$ cat src/inc/pcstack_regs.vh
`ifndef PCSTACK_REGS_VH
`define PCSTACK_REGS_VH
// ----------------------------------------------------------------
// Register map (byte addresses on APB)
// ----------------------------------------------------------------
`define ADDR_PC_LOW        12'h000
`define ADDR_PC_HIGH_LATCH 12'h004
`define ADDR_PC_UPPER_LATCH 12'h008
`define ADDR_STACK_STATUS  12'h00C
`define ADDR_TOP_LOW       12'h010
`define ADDR_TOP_HIGH      12'h014
`define ADDR_TOP_UPPER     12'h018
`define ADDR_CONFIG        12'h01C
`define ADDR_PC_FULL       12'h020
// ----------------------------------------------------------------
// Fields and reset values
// ----------------------------------------------------------------
`define STAT_FULL_BIT      7
`define STAT_UNDER_BIT     6
`define STACK_STATUS_RST   8'h00
`define CONFIG_RST         8'h01
`define STACK_DEPTH        31
`define PTR_MAX            5'h1F
`define PC_STEP            21'h000002
`define PC_RESET           21'h000000
// ----------------------------------------------------------------
// Core command codes
// ----------------------------------------------------------------
`define CMD_NONE           4'h0
`define CMD_STEP           4'h1
`define CMD_GOTO           4'h2
`define CMD_CALL           4'h3
`define CMD_RETURN         4'h4
`define CMD_INTERRUPT      4'h5
`define CMD_PUSH           4'h6
`define CMD_POP            4'h7
`endif

$ cat src/hdl/stack_store.v
`timescale 1ns/1ps
`default_nettype none
// ----------------------------------------------------------------
// Return address storage, entries 1..DEPTH, entry 0 absent
// ----------------------------------------------------------------
module stack_store #(
    parameter DEPTH = 31,
    parameter AW = 5,
    parameter DW = 21
) (
    // Clock
    input wire clk_sys,
    // Write side
    input wire wr_en,
    input wire [AW-1:0] wr_idx,
    input wire [DW-1:0] wr_data,
    // Read side
    input wire [AW-1:0] rd_idx,
    output wire [DW-1:0] rd_data
);
    reg [DW-1:0] mem_r [1:DEPTH];

    // Index zero has no storage and is only the empty state
    always @(posedge clk_sys) begin
        if (wr_en && wr_idx != {AW{1'b0}}) begin
            mem_r[wr_idx] <= wr_data;
        end
    end

    assign rd_data = (rd_idx == {AW{1'b0}}) ? {DW{1'b0}} : mem_r[rd_idx];
endmodule
`default_nettype wire

$ cat src/hdl/shadow_reg.v
`timescale 1ns/1ps
`default_nettype none
// ----------------------------------------------------------------
// One-level hidden copy of a core register
// ----------------------------------------------------------------
module shadow_reg #(
    parameter W = 8
) (
    // Clock and reset
    input wire clk_sys,
    input wire srst,
    // Capture
    input wire save,
    input wire [W-1:0] live,
    // Copy out
    output reg [W-1:0] copy_r
);
    // Each save overwrites the previous copy
    always @(posedge clk_sys) begin
        if (srst) begin
            copy_r <= {W{1'b0}};
        end else if (save) begin
            copy_r <= live;
        end
    end
endmodule
`default_nettype wire

$ cat src/hdl/program_counter_return_stack.v
// Behaviour
// (RQ1) 21-bit PC in three byte registers
// (RQ2) Only low byte software accessible; latches update rest (the code also reads the whole PC at ADDR_PC_FULL)
// (RQ3) Low byte write loads high/upper from latches
// (RQ4) Low byte read copies high/upper into latches
// (RQ5) PC bit zero stays zero; steps by two
// (RQ6) Calls, gotos, branches load PC directly
// (RQ7) 31 by 21-bit stack, 5-bit pointer
// (RQ8) Push: increment pointer, then store return address
// (RQ9) Return: load PC from top, then decrement
// (RQ10) Calls and returns leave latches unchanged
// (RQ11) Reset clears pointer; zero is empty
// (RQ12) Top entry registers access selected entry only
// (RQ13) 31 pushes set full flag; software clears
// (RQ14) Error reset on: 31st push stores, resets
// (RQ15) Error reset off: pointer sticks at 31
// (RQ16) Empty pop loads zero, sets underflow flag
// (RQ17) Error reset enable selects flag-only or reset
// (RQ18) Push stores PC; pop only discards top
// (RQ19) Interrupt copies status, working, bank to shadow
// (RQ20) Fast return restores; fast call saves shadows
// (RQ21) Status: full b7, underflow b6, b5 zero, pointer
// (RQ22) Software masks interrupts around top entry access
//
// The placing of the registers and the APB register port were left to the implementer.
`timescale 1ns/1ps
`default_nettype none
`include "pcstack_regs.vh"
module program_counter_return_stack #(
    parameter DEPTH = `STACK_DEPTH
) (
    // Clock and reset
    input wire clk_sys,
    input wire srst,
    input wire por,
    // APB slave
    input wire psel,
    input wire penable,
    input wire pwrite,
    input wire [11:0] paddr,
    input wire [31:0] pwdata,
    output reg [31:0] prdata,
    output reg pready,
    output reg pslverr,
    // Core command port
    input wire [3:0] cmd,
    input wire cmd_fast,
    input wire [20:0] cmd_target,
    // Core registers for the shadow copies
    input wire [7:0] status_in,
    input wire [7:0] working_register_in,
    input wire [7:0] bank_select_register_in,
    // Program counter and restore outputs
    output reg [20:0] pc_out,
    output reg restore_valid,
    output reg [7:0] status_restore,
    output reg [7:0] working_register_restore,
    output reg [7:0] bank_select_register_restore,
    output reg stack_reset_req
);
    // ----------------------------------------------------------------
    // State
    // ----------------------------------------------------------------
    reg [20:0] pc_r;
    reg [20:0] pc_nxt;
    reg [7:0] pc_high_latch_r;
    reg [7:0] pc_high_latch_nxt;
    reg [4:0] pc_upper_latch_r;
    reg [4:0] pc_upper_latch_nxt;
    reg [4:0] ptr_r;
    reg [4:0] ptr_nxt;
    reg full_r;
    reg full_nxt;
    reg under_r;
    reg under_nxt;
    reg stack_error_reset_enable_r;
    reg err_reset;
    reg wr_en;
    reg [4:0] wr_idx;
    reg [20:0] wr_data;
    reg shadow_save;
    reg [31:0] rdata_nxt;
    wire [20:0] top_entry;
    wire [7:0] status_copy;
    wire [7:0] working_copy;
    wire [7:0] bank_copy;
    wire apb_setup;
    wire apb_wr;
    wire apb_rd;
    wire is_push;
    wire is_pop;
    wire [20:0] ret_addr;
    wire fast_save;
    wire fast_ret;

    assign apb_setup = psel && !penable;
    // Access completes in the cycle pready is high
    assign apb_wr = psel && penable && pready && pwrite;
    assign apb_rd = psel && penable && pready && !pwrite;
    assign is_push = (cmd == `CMD_CALL) || (cmd == `CMD_INTERRUPT) || (cmd == `CMD_PUSH);
    assign is_pop = (cmd == `CMD_RETURN) || (cmd == `CMD_POP);
    // Return address: the instruction after the current one
    assign ret_addr = pc_r + `PC_STEP;
    // Fast option: a fast call saves like an interrupt, a fast return restores
    assign fast_save = (cmd == `CMD_INTERRUPT) || (cmd == `CMD_CALL && cmd_fast);
    assign fast_ret = (cmd == `CMD_RETURN) && cmd_fast;

    // ----------------------------------------------------------------
    // Sub-blocks
    // ----------------------------------------------------------------
    // Reads are combinational, so the top entry follows the pointer at once
    stack_store #(.DEPTH(DEPTH), .AW(5), .DW(21)) u_store (
        .clk_sys(clk_sys),
        .wr_en(wr_en),
        .wr_idx(wr_idx),
        .wr_data(wr_data),
        .rd_idx(ptr_r),
        .rd_data(top_entry)
    );

    // Three one-level copies share one save strobe
    shadow_reg #(.W(8)) u_shadow_status (
        .clk_sys(clk_sys),
        .srst(srst),
        .save(shadow_save),
        .live(status_in),
        .copy_r(status_copy)
    );

    shadow_reg #(.W(8)) u_shadow_working (
        .clk_sys(clk_sys),
        .srst(srst),
        .save(shadow_save),
        .live(working_register_in),
        .copy_r(working_copy)
    );

    shadow_reg #(.W(8)) u_shadow_bank (
        .clk_sys(clk_sys),
        .srst(srst),
        .save(shadow_save),
        .live(bank_select_register_in),
        .copy_r(bank_copy)
    );

    // ----------------------------------------------------------------
    // Core commands and software accesses, next-state logic
    // ----------------------------------------------------------------
    // Core commands win over a software write in the same cycle,
    // since software is expected to keep interrupts off meanwhile (RQ22)
    always @* begin
        pc_nxt = pc_r;
        pc_high_latch_nxt = pc_high_latch_r;
        pc_upper_latch_nxt = pc_upper_latch_r;
        ptr_nxt = ptr_r;
        full_nxt = full_r;
        under_nxt = under_r;
        err_reset = 1'b0;
        wr_en = 1'b0;
        wr_idx = ptr_r;
        wr_data = ret_addr;
        shadow_save = 1'b0;
        // Software side first; hardware events below override flags
        if (apb_wr) begin
            case (paddr)
                `ADDR_PC_LOW: begin
                    pc_nxt = {pc_upper_latch_r, pc_high_latch_r, pwdata[7:1], 1'b0}; // RQ3 RQ5
                end
                `ADDR_PC_HIGH_LATCH: begin
                    pc_high_latch_nxt = pwdata[7:0]; // RQ2
                end
                `ADDR_PC_UPPER_LATCH: begin
                    pc_upper_latch_nxt = pwdata[4:0]; // RQ2
                end
                `ADDR_STACK_STATUS: begin
                    // Flags clear only; writing one leaves them
                    if (!pwdata[`STAT_FULL_BIT]) full_nxt = 1'b0; // RQ21 RQ13
                    if (!pwdata[`STAT_UNDER_BIT]) under_nxt = 1'b0; // RQ21 RQ16
                    ptr_nxt = pwdata[4:0];
                end
                // At pointer zero the store drops the write, nothing lands
                `ADDR_TOP_LOW: begin
                    wr_en = 1'b1; // RQ12
                    wr_data = {top_entry[20:8], pwdata[7:0]};
                end
                `ADDR_TOP_HIGH: begin
                    wr_en = 1'b1; // RQ12
                    wr_data = {top_entry[20:16], pwdata[7:0], top_entry[7:0]};
                end
                `ADDR_TOP_UPPER: begin
                    wr_en = 1'b1; // RQ12
                    wr_data = {pwdata[4:0], top_entry[15:0]};
                end
                default: begin
                end
            endcase
        end else if (apb_rd && paddr == `ADDR_PC_LOW) begin
            pc_high_latch_nxt = pc_r[15:8]; // RQ4
            pc_upper_latch_nxt = pc_r[20:16]; // RQ4
        end
        // Core commands; latches are never touched here (RQ10)
        case (cmd)
            `CMD_STEP: begin
                pc_nxt = ret_addr; // RQ5
            end
            `CMD_GOTO: begin
                pc_nxt = {cmd_target[20:1], 1'b0}; // RQ6
            end
            `CMD_CALL, `CMD_INTERRUPT, `CMD_PUSH: begin
                shadow_save = fast_save; // RQ19 RQ20
                // PUSH stores the current PC, calls the next one (RQ18)
                wr_data = (cmd == `CMD_PUSH) ? pc_r : ret_addr;
                if (cmd != `CMD_PUSH) begin
                    pc_nxt = {cmd_target[20:1], 1'b0}; // RQ6
                end
                if (ptr_r == `PTR_MAX) begin
                    // Pointer stuck at 31: the last entry is not overwritten
                    full_nxt = 1'b1; // RQ15
                end else begin
                    ptr_nxt = ptr_r + 5'h01; // RQ8
                    wr_idx = ptr_r + 5'h01; // RQ8 RQ7
                    wr_en = 1'b1;
                    if (ptr_r + 5'h01 == `PTR_MAX) begin
                        full_nxt = 1'b1; // RQ13
                        err_reset = stack_error_reset_enable_r; // RQ14 RQ17
                    end
                end
            end
            `CMD_RETURN, `CMD_POP: begin
                if (ptr_r == 5'h00) begin
                    // Pointer stays at zero; the flag records the error, and a reset is requested if error reset is enabled
                    under_nxt = 1'b1; // RQ16
                    if (cmd == `CMD_RETURN) pc_nxt = `PC_RESET; // RQ16
                    err_reset = stack_error_reset_enable_r; // RQ17
                end else begin
                    // Pop only discards; return also loads PC (RQ18)
                    if (cmd == `CMD_RETURN) pc_nxt = top_entry; // RQ9
                    ptr_nxt = ptr_r - 5'h01; // RQ9
                end
            end
            default: begin
            end
        endcase
        // Error reset: pointer to zero, PC to vector, flags kept
        // Limitation: this only requests a device reset; the rest of the
        // core must act on stack_reset_req itself
        if (err_reset && (is_push || is_pop)) begin
            ptr_nxt = 5'h00; // RQ14
            pc_nxt = `PC_RESET;
        end
    end

    // ----------------------------------------------------------------
    // Registers
    // ----------------------------------------------------------------
    // Flags survive device reset; only power-on clears them
    always @(posedge clk_sys) begin
        if (por) begin
            full_r <= 1'b0;
            under_r <= 1'b0;
        end else begin
            full_r <= full_nxt; // RQ13
            under_r <= under_nxt;
        end
    end

    // Any reset turns the error reset back on, its safe default
    // Every reset clears the pointer and PC
    always @(posedge clk_sys) begin
        if (srst || por) begin
            pc_r <= `PC_RESET;
            pc_high_latch_r <= 8'h00;
            pc_upper_latch_r <= 5'h00;
            ptr_r <= 5'h00; // RQ11
            stack_error_reset_enable_r <= 1'b1;
            stack_reset_req <= 1'b0;
        end else begin
            pc_r <= pc_nxt; // RQ1
            pc_high_latch_r <= pc_high_latch_nxt;
            pc_upper_latch_r <= pc_upper_latch_nxt;
            ptr_r <= ptr_nxt;
            stack_reset_req <= err_reset; // RQ17
            if (apb_wr && paddr == `ADDR_CONFIG) begin
                stack_error_reset_enable_r <= pwdata[0];
            end
        end
    end

    // Fast return hands the shadow copies back to the core
    always @(posedge clk_sys) begin
        if (srst) begin
            restore_valid <= 1'b0;
            status_restore <= 8'h00;
            working_register_restore <= 8'h00;
            bank_select_register_restore <= 8'h00;
        end else begin
            restore_valid <= fast_ret; // RQ20
            status_restore <= status_copy;
            working_register_restore <= working_copy;
            bank_select_register_restore <= bank_copy;
        end
    end

    always @(posedge clk_sys) begin
        // Mirror of the next PC, so the core sees a jump one edge after it
        if (srst || por) begin
            pc_out <= `PC_RESET;
        end else begin
            pc_out <= pc_nxt;
        end
    end

    // ----------------------------------------------------------------
    // APB read data and ready, no wait states
    // ----------------------------------------------------------------
    // Decoded from the setup address, so data is ready together with pready
    always @* begin
        rdata_nxt = 32'h00000000;
        case (paddr)
            `ADDR_PC_LOW: rdata_nxt = {24'h000000, pc_r[7:0]}; // RQ2
            `ADDR_PC_HIGH_LATCH: rdata_nxt = {24'h000000, pc_high_latch_r};
            `ADDR_PC_UPPER_LATCH: rdata_nxt = {27'h0000000, pc_upper_latch_r};
            `ADDR_STACK_STATUS: rdata_nxt = {24'h000000, full_r, under_r, 1'b0, ptr_r}; // RQ21
            `ADDR_TOP_LOW: rdata_nxt = {24'h000000, top_entry[7:0]}; // RQ12
            `ADDR_TOP_HIGH: rdata_nxt = {24'h000000, top_entry[15:8]};
            `ADDR_TOP_UPPER: rdata_nxt = {27'h0000000, top_entry[20:16]};
            `ADDR_CONFIG: rdata_nxt = {31'h00000000, stack_error_reset_enable_r};
            `ADDR_PC_FULL: rdata_nxt = {11'h000, pc_r};
            default: rdata_nxt = 32'h00000000;
        endcase
    end

    // Ready follows setup by one cycle; unmapped addresses error
    // A refused access still gets its pready, so the master never hangs
    always @(posedge clk_sys) begin
        if (srst) begin
            pready <= 1'b0;
            pslverr <= 1'b0;
            prdata <= 32'h00000000;
        end else begin
            pready <= apb_setup;
            pslverr <= apb_setup && (paddr > `ADDR_PC_FULL || paddr[1:0] != 2'b00);
            prdata <= rdata_nxt;
        end
    end
endmodule
`default_nettype wire

$ cat config.mk
export PLATFORM = sky130hd
export DESIGN_NAME = program_counter_return_stack
export DESIGN_NICKNAME = d
export VERILOG_FILES = /design/src/hdl/stack_store.v /design/src/hdl/shadow_reg.v /design/src/hdl/program_counter_return_stack.v
export VERILOG_INCLUDE_DIRS = /design/src /design/src/inc
export SDC_FILE = /design/constraint.sdc
export NUM_CORES = 1
export LEC_CHECK = 0
export ABC_AREA = 1
export BUFFER_PORTS_ARGS = -buffer_cell sky130_fd_sc_hd__buf_2
export CAP_MARGIN = 20
export CORE_ASPECT_RATIO = 2
export CORE_MARGIN = 1.5
export CORE_UTILIZATION = 40
export CTS_CLUSTER_SIZE = 16
export DETAILED_ROUTE_END_ITERATION = 10
export PLACE_DENSITY = 0.59
export SYNTH_ARGS = -nofsm -noshare
export SYNTH_HDL_FRONTEND = slang
export SYNTH_HIERARCHICAL = 1
export SYNTH_SLANG_ARGS = --single-unit
$ cat constraint.sdc
create_clock -name clk_sys -period 3.61 [get_ports clk_sys]
set_input_delay 0.1805 -clock clk_sys [delete_from_list [all_inputs] [get_ports clk_sys]]
set_output_delay 0.1805 -clock clk_sys [all_outputs]
set_load 0.01 [all_outputs]
# Yosys cells after proc, flatten, opt, wreduce, memory -nomap -nowiden
# Memory sizes are Yosys's and may differ from the RTL's. A register that Yosys moved wholly into a read port is not among the register bits.
# Cells that the tools add are included.
# op_classes
add_sub_neg	3
order_cmp	1
n_eq_ne	20
muxes	49
reduce_logical	32
# op_table
op	n
21-bit two-way mux	10
21-bit one-hot mux with 9 select lines	1
21-bit one-hot mux with 4 select lines	1
21-bit one-hot mux with 3 select lines	1
5-bit two-way mux	10
12-bit by 5-bit equality test with 1-bit output (second input constant)	4
12-bit by 4-bit equality test with 1-bit output (second input constant)	2
8-bit two-way mux	3
21-bit by 2-bit adder with 21-bit output (second input constant)	1
1-bit two-way mux	21
4-bit by 3-bit equality test with 1-bit output (second input constant)	4
12-bit by 3-bit equality test with 1-bit output (second input constant)	1
12-bit by 6-bit equality test with 1-bit output (second input constant)	1
12-bit by 6-bit > comparator with 1-bit output (second input constant)	1
1-bit logical AND	12
12-bit logical NOT	1
5-bit equality test (second input constant)	2
5-bit one-hot mux with 2 select lines	1
4-bit by 2-bit equality test with 1-bit output (second input constant)	2
1-bit logical OR	7
3-bit OR reduction	2
5-bit by 1-bit adder with 5-bit output (second input constant)	1
5-bit logical NOT	1
5-bit nonzero test	1
9 further kinds	14
# totals
reg_bits	126
mem_bits_rw	651
in_bits	100
output_inout_bits	81
elab_cells	124
mem_count	1
# mem_list
name	depth	width	read_ports	rd_clocked_by_memory_dff	wr	line_no	text
u_store.mem_r	31	21	1	1	1	stack_store.v:21	reg [DW-1:0] mem_r [1:DEPTH];

# Depth between registers and ports, before layout
# depth
ltp_word	9
depth_mapped	19
mapped_depth_nobuf	16

# By module
# Netlist, hierarchy kept.
# by_module_without_submodules
mod	n_inst	cells_each	area_each_um2	seq_area_each_um2
stack_store	1	2475	27088.5	19548.7
program_counter_return_stack	1	1025	6167.2	1821.7
shadow_reg	3	51	341.6	160.2

# Worst setup path before layout
# Ideal clock, no wire load.
# synth_path
kind	flip-flop to flip-flop
from	reg ptr_r[1]
to	mem u_store.mem_r[30][0], enable pin
setup_ns	0.399
t_arrival_ns	2.751
required_time_ns	3.211
path_slack_ns	0.461
stages_incl_launch_ff	11
path_buffers	0
period_less_slack_ns	3.149
cell_sequence	dfxtp_1 > ha_1 > nand2_1 > nor2_1 > ha_1 > inv_1 > nand2_4 > inv_1 > o21ai_0 > nand3_1 > nor2_1
# synth_between
elab_chain_cells	7
word_cells_on_any_way	10
classes_between	1 x add/sub; 1 x eq/ne; 6 x mux; 2 x reduce/logical
# synth_lines
element	line_no	text
from (decl)	program_counter_return_stack.v:70	reg [4:0] ptr_r;
from (signal assigned)	program_counter_return_stack.v:281	ptr_r <= ptr_nxt;
5-bit by 1-bit adder with 5-bit output or 5-bit equality test (tied branches)	--	
5-bit two-way mux *	program_counter_return_stack.v:216	if (ptr_r == `PTR_MAX) begin
5-bit two-way mux *	program_counter_return_stack.v:202	case (cmd)
via wr_idx[3]	program_counter_return_stack.v:79	reg [4:0] wr_idx;
5-bit nonzero test	stack_store.v:25	if (wr_en && wr_idx != {AW{1'b0}}) begin
1-bit logical AND	stack_store.v:25	
1-bit two-way mux	stack_store.v:25	
1-bit two-way mux (not written as such)	stack_store.v:26	mem_r[wr_idx] <= wr_data;
to (decl)	stack_store.v:21	
# The timed path passes the listed nets; every way through them passes the cells marked *.

# Final worst setup path
# layout_path
from	reg ptr_r[0]
to	reg pc_out[1]
# layout_between
word_cells_on_any_way	14
classes_between	1 x add/sub; 2 x eq/ne; 8 x mux; 3 x reduce/logical
# layout_rtl
element	line_no	text
5-bit logical NOT	stack_store.v:30	assign rd_data = (rd_idx == {AW{1'b0}}) ? {DW{1'b0}} : mem_r[rd_idx];
21-bit two-way mux	stack_store.v:30	
via top_entry[1]	program_counter_return_stack.v:83	wire [20:0] top_entry;
21-bit two-way mux	program_counter_return_stack.v:237	if (cmd == `CMD_RETURN) pc_nxt = top_entry;
21-bit two-way mux	program_counter_return_stack.v:230	if (ptr_r == 5'h00) begin
21-bit one-hot mux with 4 select lines	program_counter_return_stack.v:202	
to (signal assigned)	program_counter_return_stack.v:307	pc_out <= `PC_RESET;
to (signal assigned)	program_counter_return_stack.v:309	pc_out <= pc_nxt;
to (decl)	program_counter_return_stack.v:54	output reg [20:0] pc_out,
# The timed path passes the listed nets, and every way through them passes these cells.
# A chain may end at the register's enable or synchronous reset.

==> impl_metrics.toml <==
[run_status]
run_status = "complete, no violations"

[worst_setup_path]
timing.reg2reg.setup_slack_ns = 0.29
crit_family = "buffers and inverters"
worst_r2r_path_depth = 15
reg2reg_to = "pc_out[1]"
top_fanout_value_on_the_critical_path = 56
cp_data_arrival_time_ns = 3.92
crit_chain = "buf_4 -> nor2_1 -> nor2_1 -> nand2_1 -> nand3_1 -> nand2_1 -> nor2_1 -> nor2_1 -> buf_4 -> nor2_1 -> inv_1 -> o22ai_1 -> a21oi_1 -> a21oi_1 -> dlygate4sd3_1"
reg2reg_from = "ptr_r[0]"
cpMostUsedCell = "sky130_fd_sc_hd__nor2_1"
critPathCaptureType = "flop"
startpoint_to_endpoint_class_of_the_critical_path = "reg2reg"
worst_ep_required_time_ns = 4.21
critical-path-max-stage-delay_ns = 0.58
timing.critical_path.buf_inv = 4
worst_path_cell_with_the_longest_stage_delay = "sky130_fd_sc_hd__dlygate4sd3_1"
timing.critical_path.from_type = "flop"

[logic_synthesis]
ys_ff_latch = 766
synth.avg_cell_area_sq_um = 9.38
synthDistinctLibCells = 41
synth_async_sr_flop_share = 0
synth.cell_area_sq_um = 34300
synth-warning-count = 6
sequential_share_of_the_synthesized_area = 0.637
number_of_synthesized_flops_with_an_enable_pin = 651
synthesis.instances = 3653
dominantRegCellSynth = "sky130_fd_sc_hd__edfxtp_1"

[clock_tree]
post-cts-setup-buffers = 0
clk-insertion-delay-late_ns = 0.66
clock_sink_count = 766
cts_buffer_depth = 3
clk_transition_reported_paths_ns = 0.08
count_of_hold_buffers_inserted_by_post_cts_repair = 56
tritoncts = "yes"
cts_root_buf = "sky130_fd_sc_hd__clkbuf_16"
cts_buf_count = 61
cts-htree-levels = 2
cts.repair.resized = 0

[timing]
period_share = 0.920
timing.setup.tns_ns = 0
final_hold_viol_count = 0
final_setup_violation_count = 0
finClkSkew_ns = 0.0442
fin_hold_ws_ns = 0.0218
max_freq_mhz = 301
rsz0062_at_grt = "no"
worstMarginPinSlew_ns = 0.943
layout_min_cycle_time_ns = 3.32
slew_headroom = 0.368
final-max-slew-violation-count = 0

[drt]
routed-wl-met3_um = 5440
maxUsedRoutingLayer = "met4"
met1_length_um = 37400
vias_per_cell = 5.15
detail_route.drc_violations = 0
remaining_antenna_violation_count = 0
initialDrtViolationCount = 1892
wire_per_inst_um = 21.1
dr_wl_met2_um = 53800
drt-total-wl_um = 105000
dr_total_vias = 25800
drt-pass1-iter-count = 6

[power]
p_sw_frac = 0.210
power.static_leakage_nw = 15.7
cellPowerDensity_nw_per_um2 = 430
power_report.internal_total_w = 0.0134
sequentialPowerShare = 0.564
switching_power_w = 0.00356
comb_power_share = 0.033
total_power_w = 0.0169
irDropWorstVdd_uv = 430
p_clk_frac = 0.403

[global_route]
vias_in_the_first_global_route = 25200
antenna_found_initial = 0
global_route.usage.total = 0.240
gr-total-overflow = 0
pin_count_of_the_biggest_net_entering_global_routing = 108
grt_first_pass_wirelength_um = 155000

[placement]
port_buffer_count = 144
detailedPlacementHpwl_um = 68900
gpl.final_weighted_congestion = 1.00
placed_cells_incl_taps = 4828

[worst_hold_path]
min_path_type = "in2reg"
hold-path-cell-count = 7
hold_start = "cmd_target[19]"
worst_hold_endpoint = "pc_out[19]"

[layout]
fin_nets = 3984
finalNonFillerCells = 4998
antenna_cells = 0
multi_input_area_sq_um = 10300
area.sequential_sq_um = 21900
nFillCells = 7901
areaGrowthSynthToFinish_pct = 14.9
drive_above_1_share = 0.115

[floorplanning]
placement_rows = 151
num_io_pins = 181
die-width_um = 210
core_sq_um = 84800
die_area_sq_um = 87600
fp.dieH_um = 417
initial_utilization = 0.404

[run]
total_of_max_cap_violations = 0
-- how the worst max path moves through the flow --
stage,start,to,slack (ns),depth (start not counted)
6_report,ptr_r[0],pc_out[1],0.29,15
5_1_grt,ptr_r[0],pc_out[1],0.02,15
4_1_cts,ptr_r[0],pc_out[1],0.29,15
3_5_place_dp,ptr_r[0],u_store/mem_r[29][1],0.36,11
3_3_place_gp,ptr_r[0],u_store/mem_r[29][0],0.36,11
2_1_floorplan,ptr_r[1],u_store/mem_r[30][0],0.46,10
-- power by group through the flow --
stage	logic [W]	clock network, W	registers (W)
floorplan	0.000287	0	0.00976
global placement	0.000503	0	0.00975
detailed placement	0.000507	0	0.00975
CTS	0.000551	0.00695	0.00956
global route	0.000606	0.00727	0.00955
finish	0.000556	0.00683	0.00956
-- stage by stage --
stage	util	setup WS [ns]	instance area [sq um]
finish	0.464	0.291	39400
global placement	0.434	0.364	36800
global route	0.464	0.0156	39400
floorplan	-	0.461	34300
CTS	0.464	0.288	39400
detailed placement	0.434	0.356	36800
-- layout make-up --
type                            count  area share
Timing Repair Buffer              333      0.0684
Multi-Input combinational cell   2394       0.261
Clock inverter                     26     0.00737
Inverter                          321      0.0309
Clock buffer                       87      0.0434
Sequential cell                   766       0.555
Tap cell                         1071      0.0340
-- state kept, by name, summed over array words and instances (netlist names), 5 cells and up --
| signal | count |
|---|---|
| bank_select_register_restore | 8 |
| pc_high_latch_r | 8 |
| pc_out | 21 |
| pc_upper_latch_r | 5 |
| prdata | 21 |
| ptr_r | 5 |
| status_restore | 8 |
| u_shadow_bank/copy_r | 8 |
| u_shadow_status/copy_r | 8 |
| u_shadow_working/copy_r | 8 |
| u_store/mem_r | 651 |
| working_register_restore | 8 |
-- Yosys cell counts (2+ instances only) --
library cell               count  area [sq um]
sky130_fd_sc_hd__a21oi_1      55           275
sky130_fd_sc_hd__a22oi_1       5          37.5
sky130_fd_sc_hd__and2_1        4          25.0
sky130_fd_sc_hd__buf_1        29           109
sky130_fd_sc_hd__buf_2        69           345
sky130_fd_sc_hd__buf_4        21           158
sky130_fd_sc_hd__buf_6        28           315
sky130_fd_sc_hd__clkbuf_1     34           128
sky130_fd_sc_hd__clkinv_1      2          7.51
sky130_fd_sc_hd__dfxtp_1     115          2300
sky130_fd_sc_hd__edfxtp_1    651         19500
sky130_fd_sc_hd__ha_1          7          87.6
sky130_fd_sc_hd__inv_1       309          1160
sky130_fd_sc_hd__inv_2         9          33.8
sky130_fd_sc_hd__nand2_1    1114          4180
sky130_fd_sc_hd__nand2_2      10          62.6
sky130_fd_sc_hd__nand2_4       5          56.3
sky130_fd_sc_hd__nand3_1     306          1530
sky130_fd_sc_hd__nand3_2       7          70.1
sky130_fd_sc_hd__nand4_1      20           125
sky130_fd_sc_hd__nor2_1      583          2190
sky130_fd_sc_hd__nor2_2       12          75.1
sky130_fd_sc_hd__nor2_4        6          67.6
sky130_fd_sc_hd__nor3_1       18          90.1
sky130_fd_sc_hd__o211ai_1      8          60.1
sky130_fd_sc_hd__o21ai_0     186           931
sky130_fd_sc_hd__o21ai_1       7          35.0
sky130_fd_sc_hd__o22ai_1       9          56.3
sky130_fd_sc_hd__xor2_1       12           105
-- metal layers --
| metal | up-vias | GRT usage |
|---|---|---|
| met1 | 12200 | 0.258 |
| li1 | 12300 | - |
| met3 | 274 | 0.0210 |
| met2 | 937 | 0.436 |
| met4 | 0 | 0.177 |
| met5 | - | 0 |
-- kinds of logic after synthesis --
| kind of cell | Yosys count | synth area share |
|---|---|---|
| compound gates | 273 | 0.0414 |
| xor+xnor | 13 | 0.00332 |
| fa+ha+maj | 7 | 0.00255 |
| buf+inv | 503 | 0.0666 |
| flops | 766 | 0.637 |
| other cells | 1 | 0.000109 |
| simple gates | 2090 | 0.249 |
-- worst register-to-register path: stages (launching register included) --
cell and delay (ns):
sky130_fd_sc_hd__dfxtp_4 0.48, sky130_fd_sc_hd__buf_4 0.53, sky130_fd_sc_hd__nor2_1 0.15, sky130_fd_sc_hd__nor2_1 0.11, sky130_fd_sc_hd__nand2_1 0.07, sky130_fd_sc_hd__nand3_1 0.06, sky130_fd_sc_hd__nand2_1 0.05, sky130_fd_sc_hd__nor2_1 0.17
sky130_fd_sc_hd__nor2_1 0.07, sky130_fd_sc_hd__buf_4 0.18, sky130_fd_sc_hd__nor2_1 0.33, sky130_fd_sc_hd__inv_1 0.12, sky130_fd_sc_hd__o22ai_1 0.15, sky130_fd_sc_hd__a21oi_1 0.06, sky130_fd_sc_hd__a21oi_1 0.17, sky130_fd_sc_hd__dlygate4sd3_1 0.58
-- layout by cell type, fill, tap and decap left out, drive strengths merged, types with 4 or more instances in the layout --
cell,n
a21oi,56
nand4,21
xor2,12
nand3,314
dlygate4sd3,56
ha,7
o21ai,193
and2,4
clkinvlp,4
nand2,1129
conb,11
clkbuf,87
o211ai,8
dfxtp,115
inv,321
buf,277
bufinv,5
nor2,601
edfxtp,651
nor3,18
o22ai,9
a22oi,5
clkinv,17
Power figures use the tool's default switching activity.
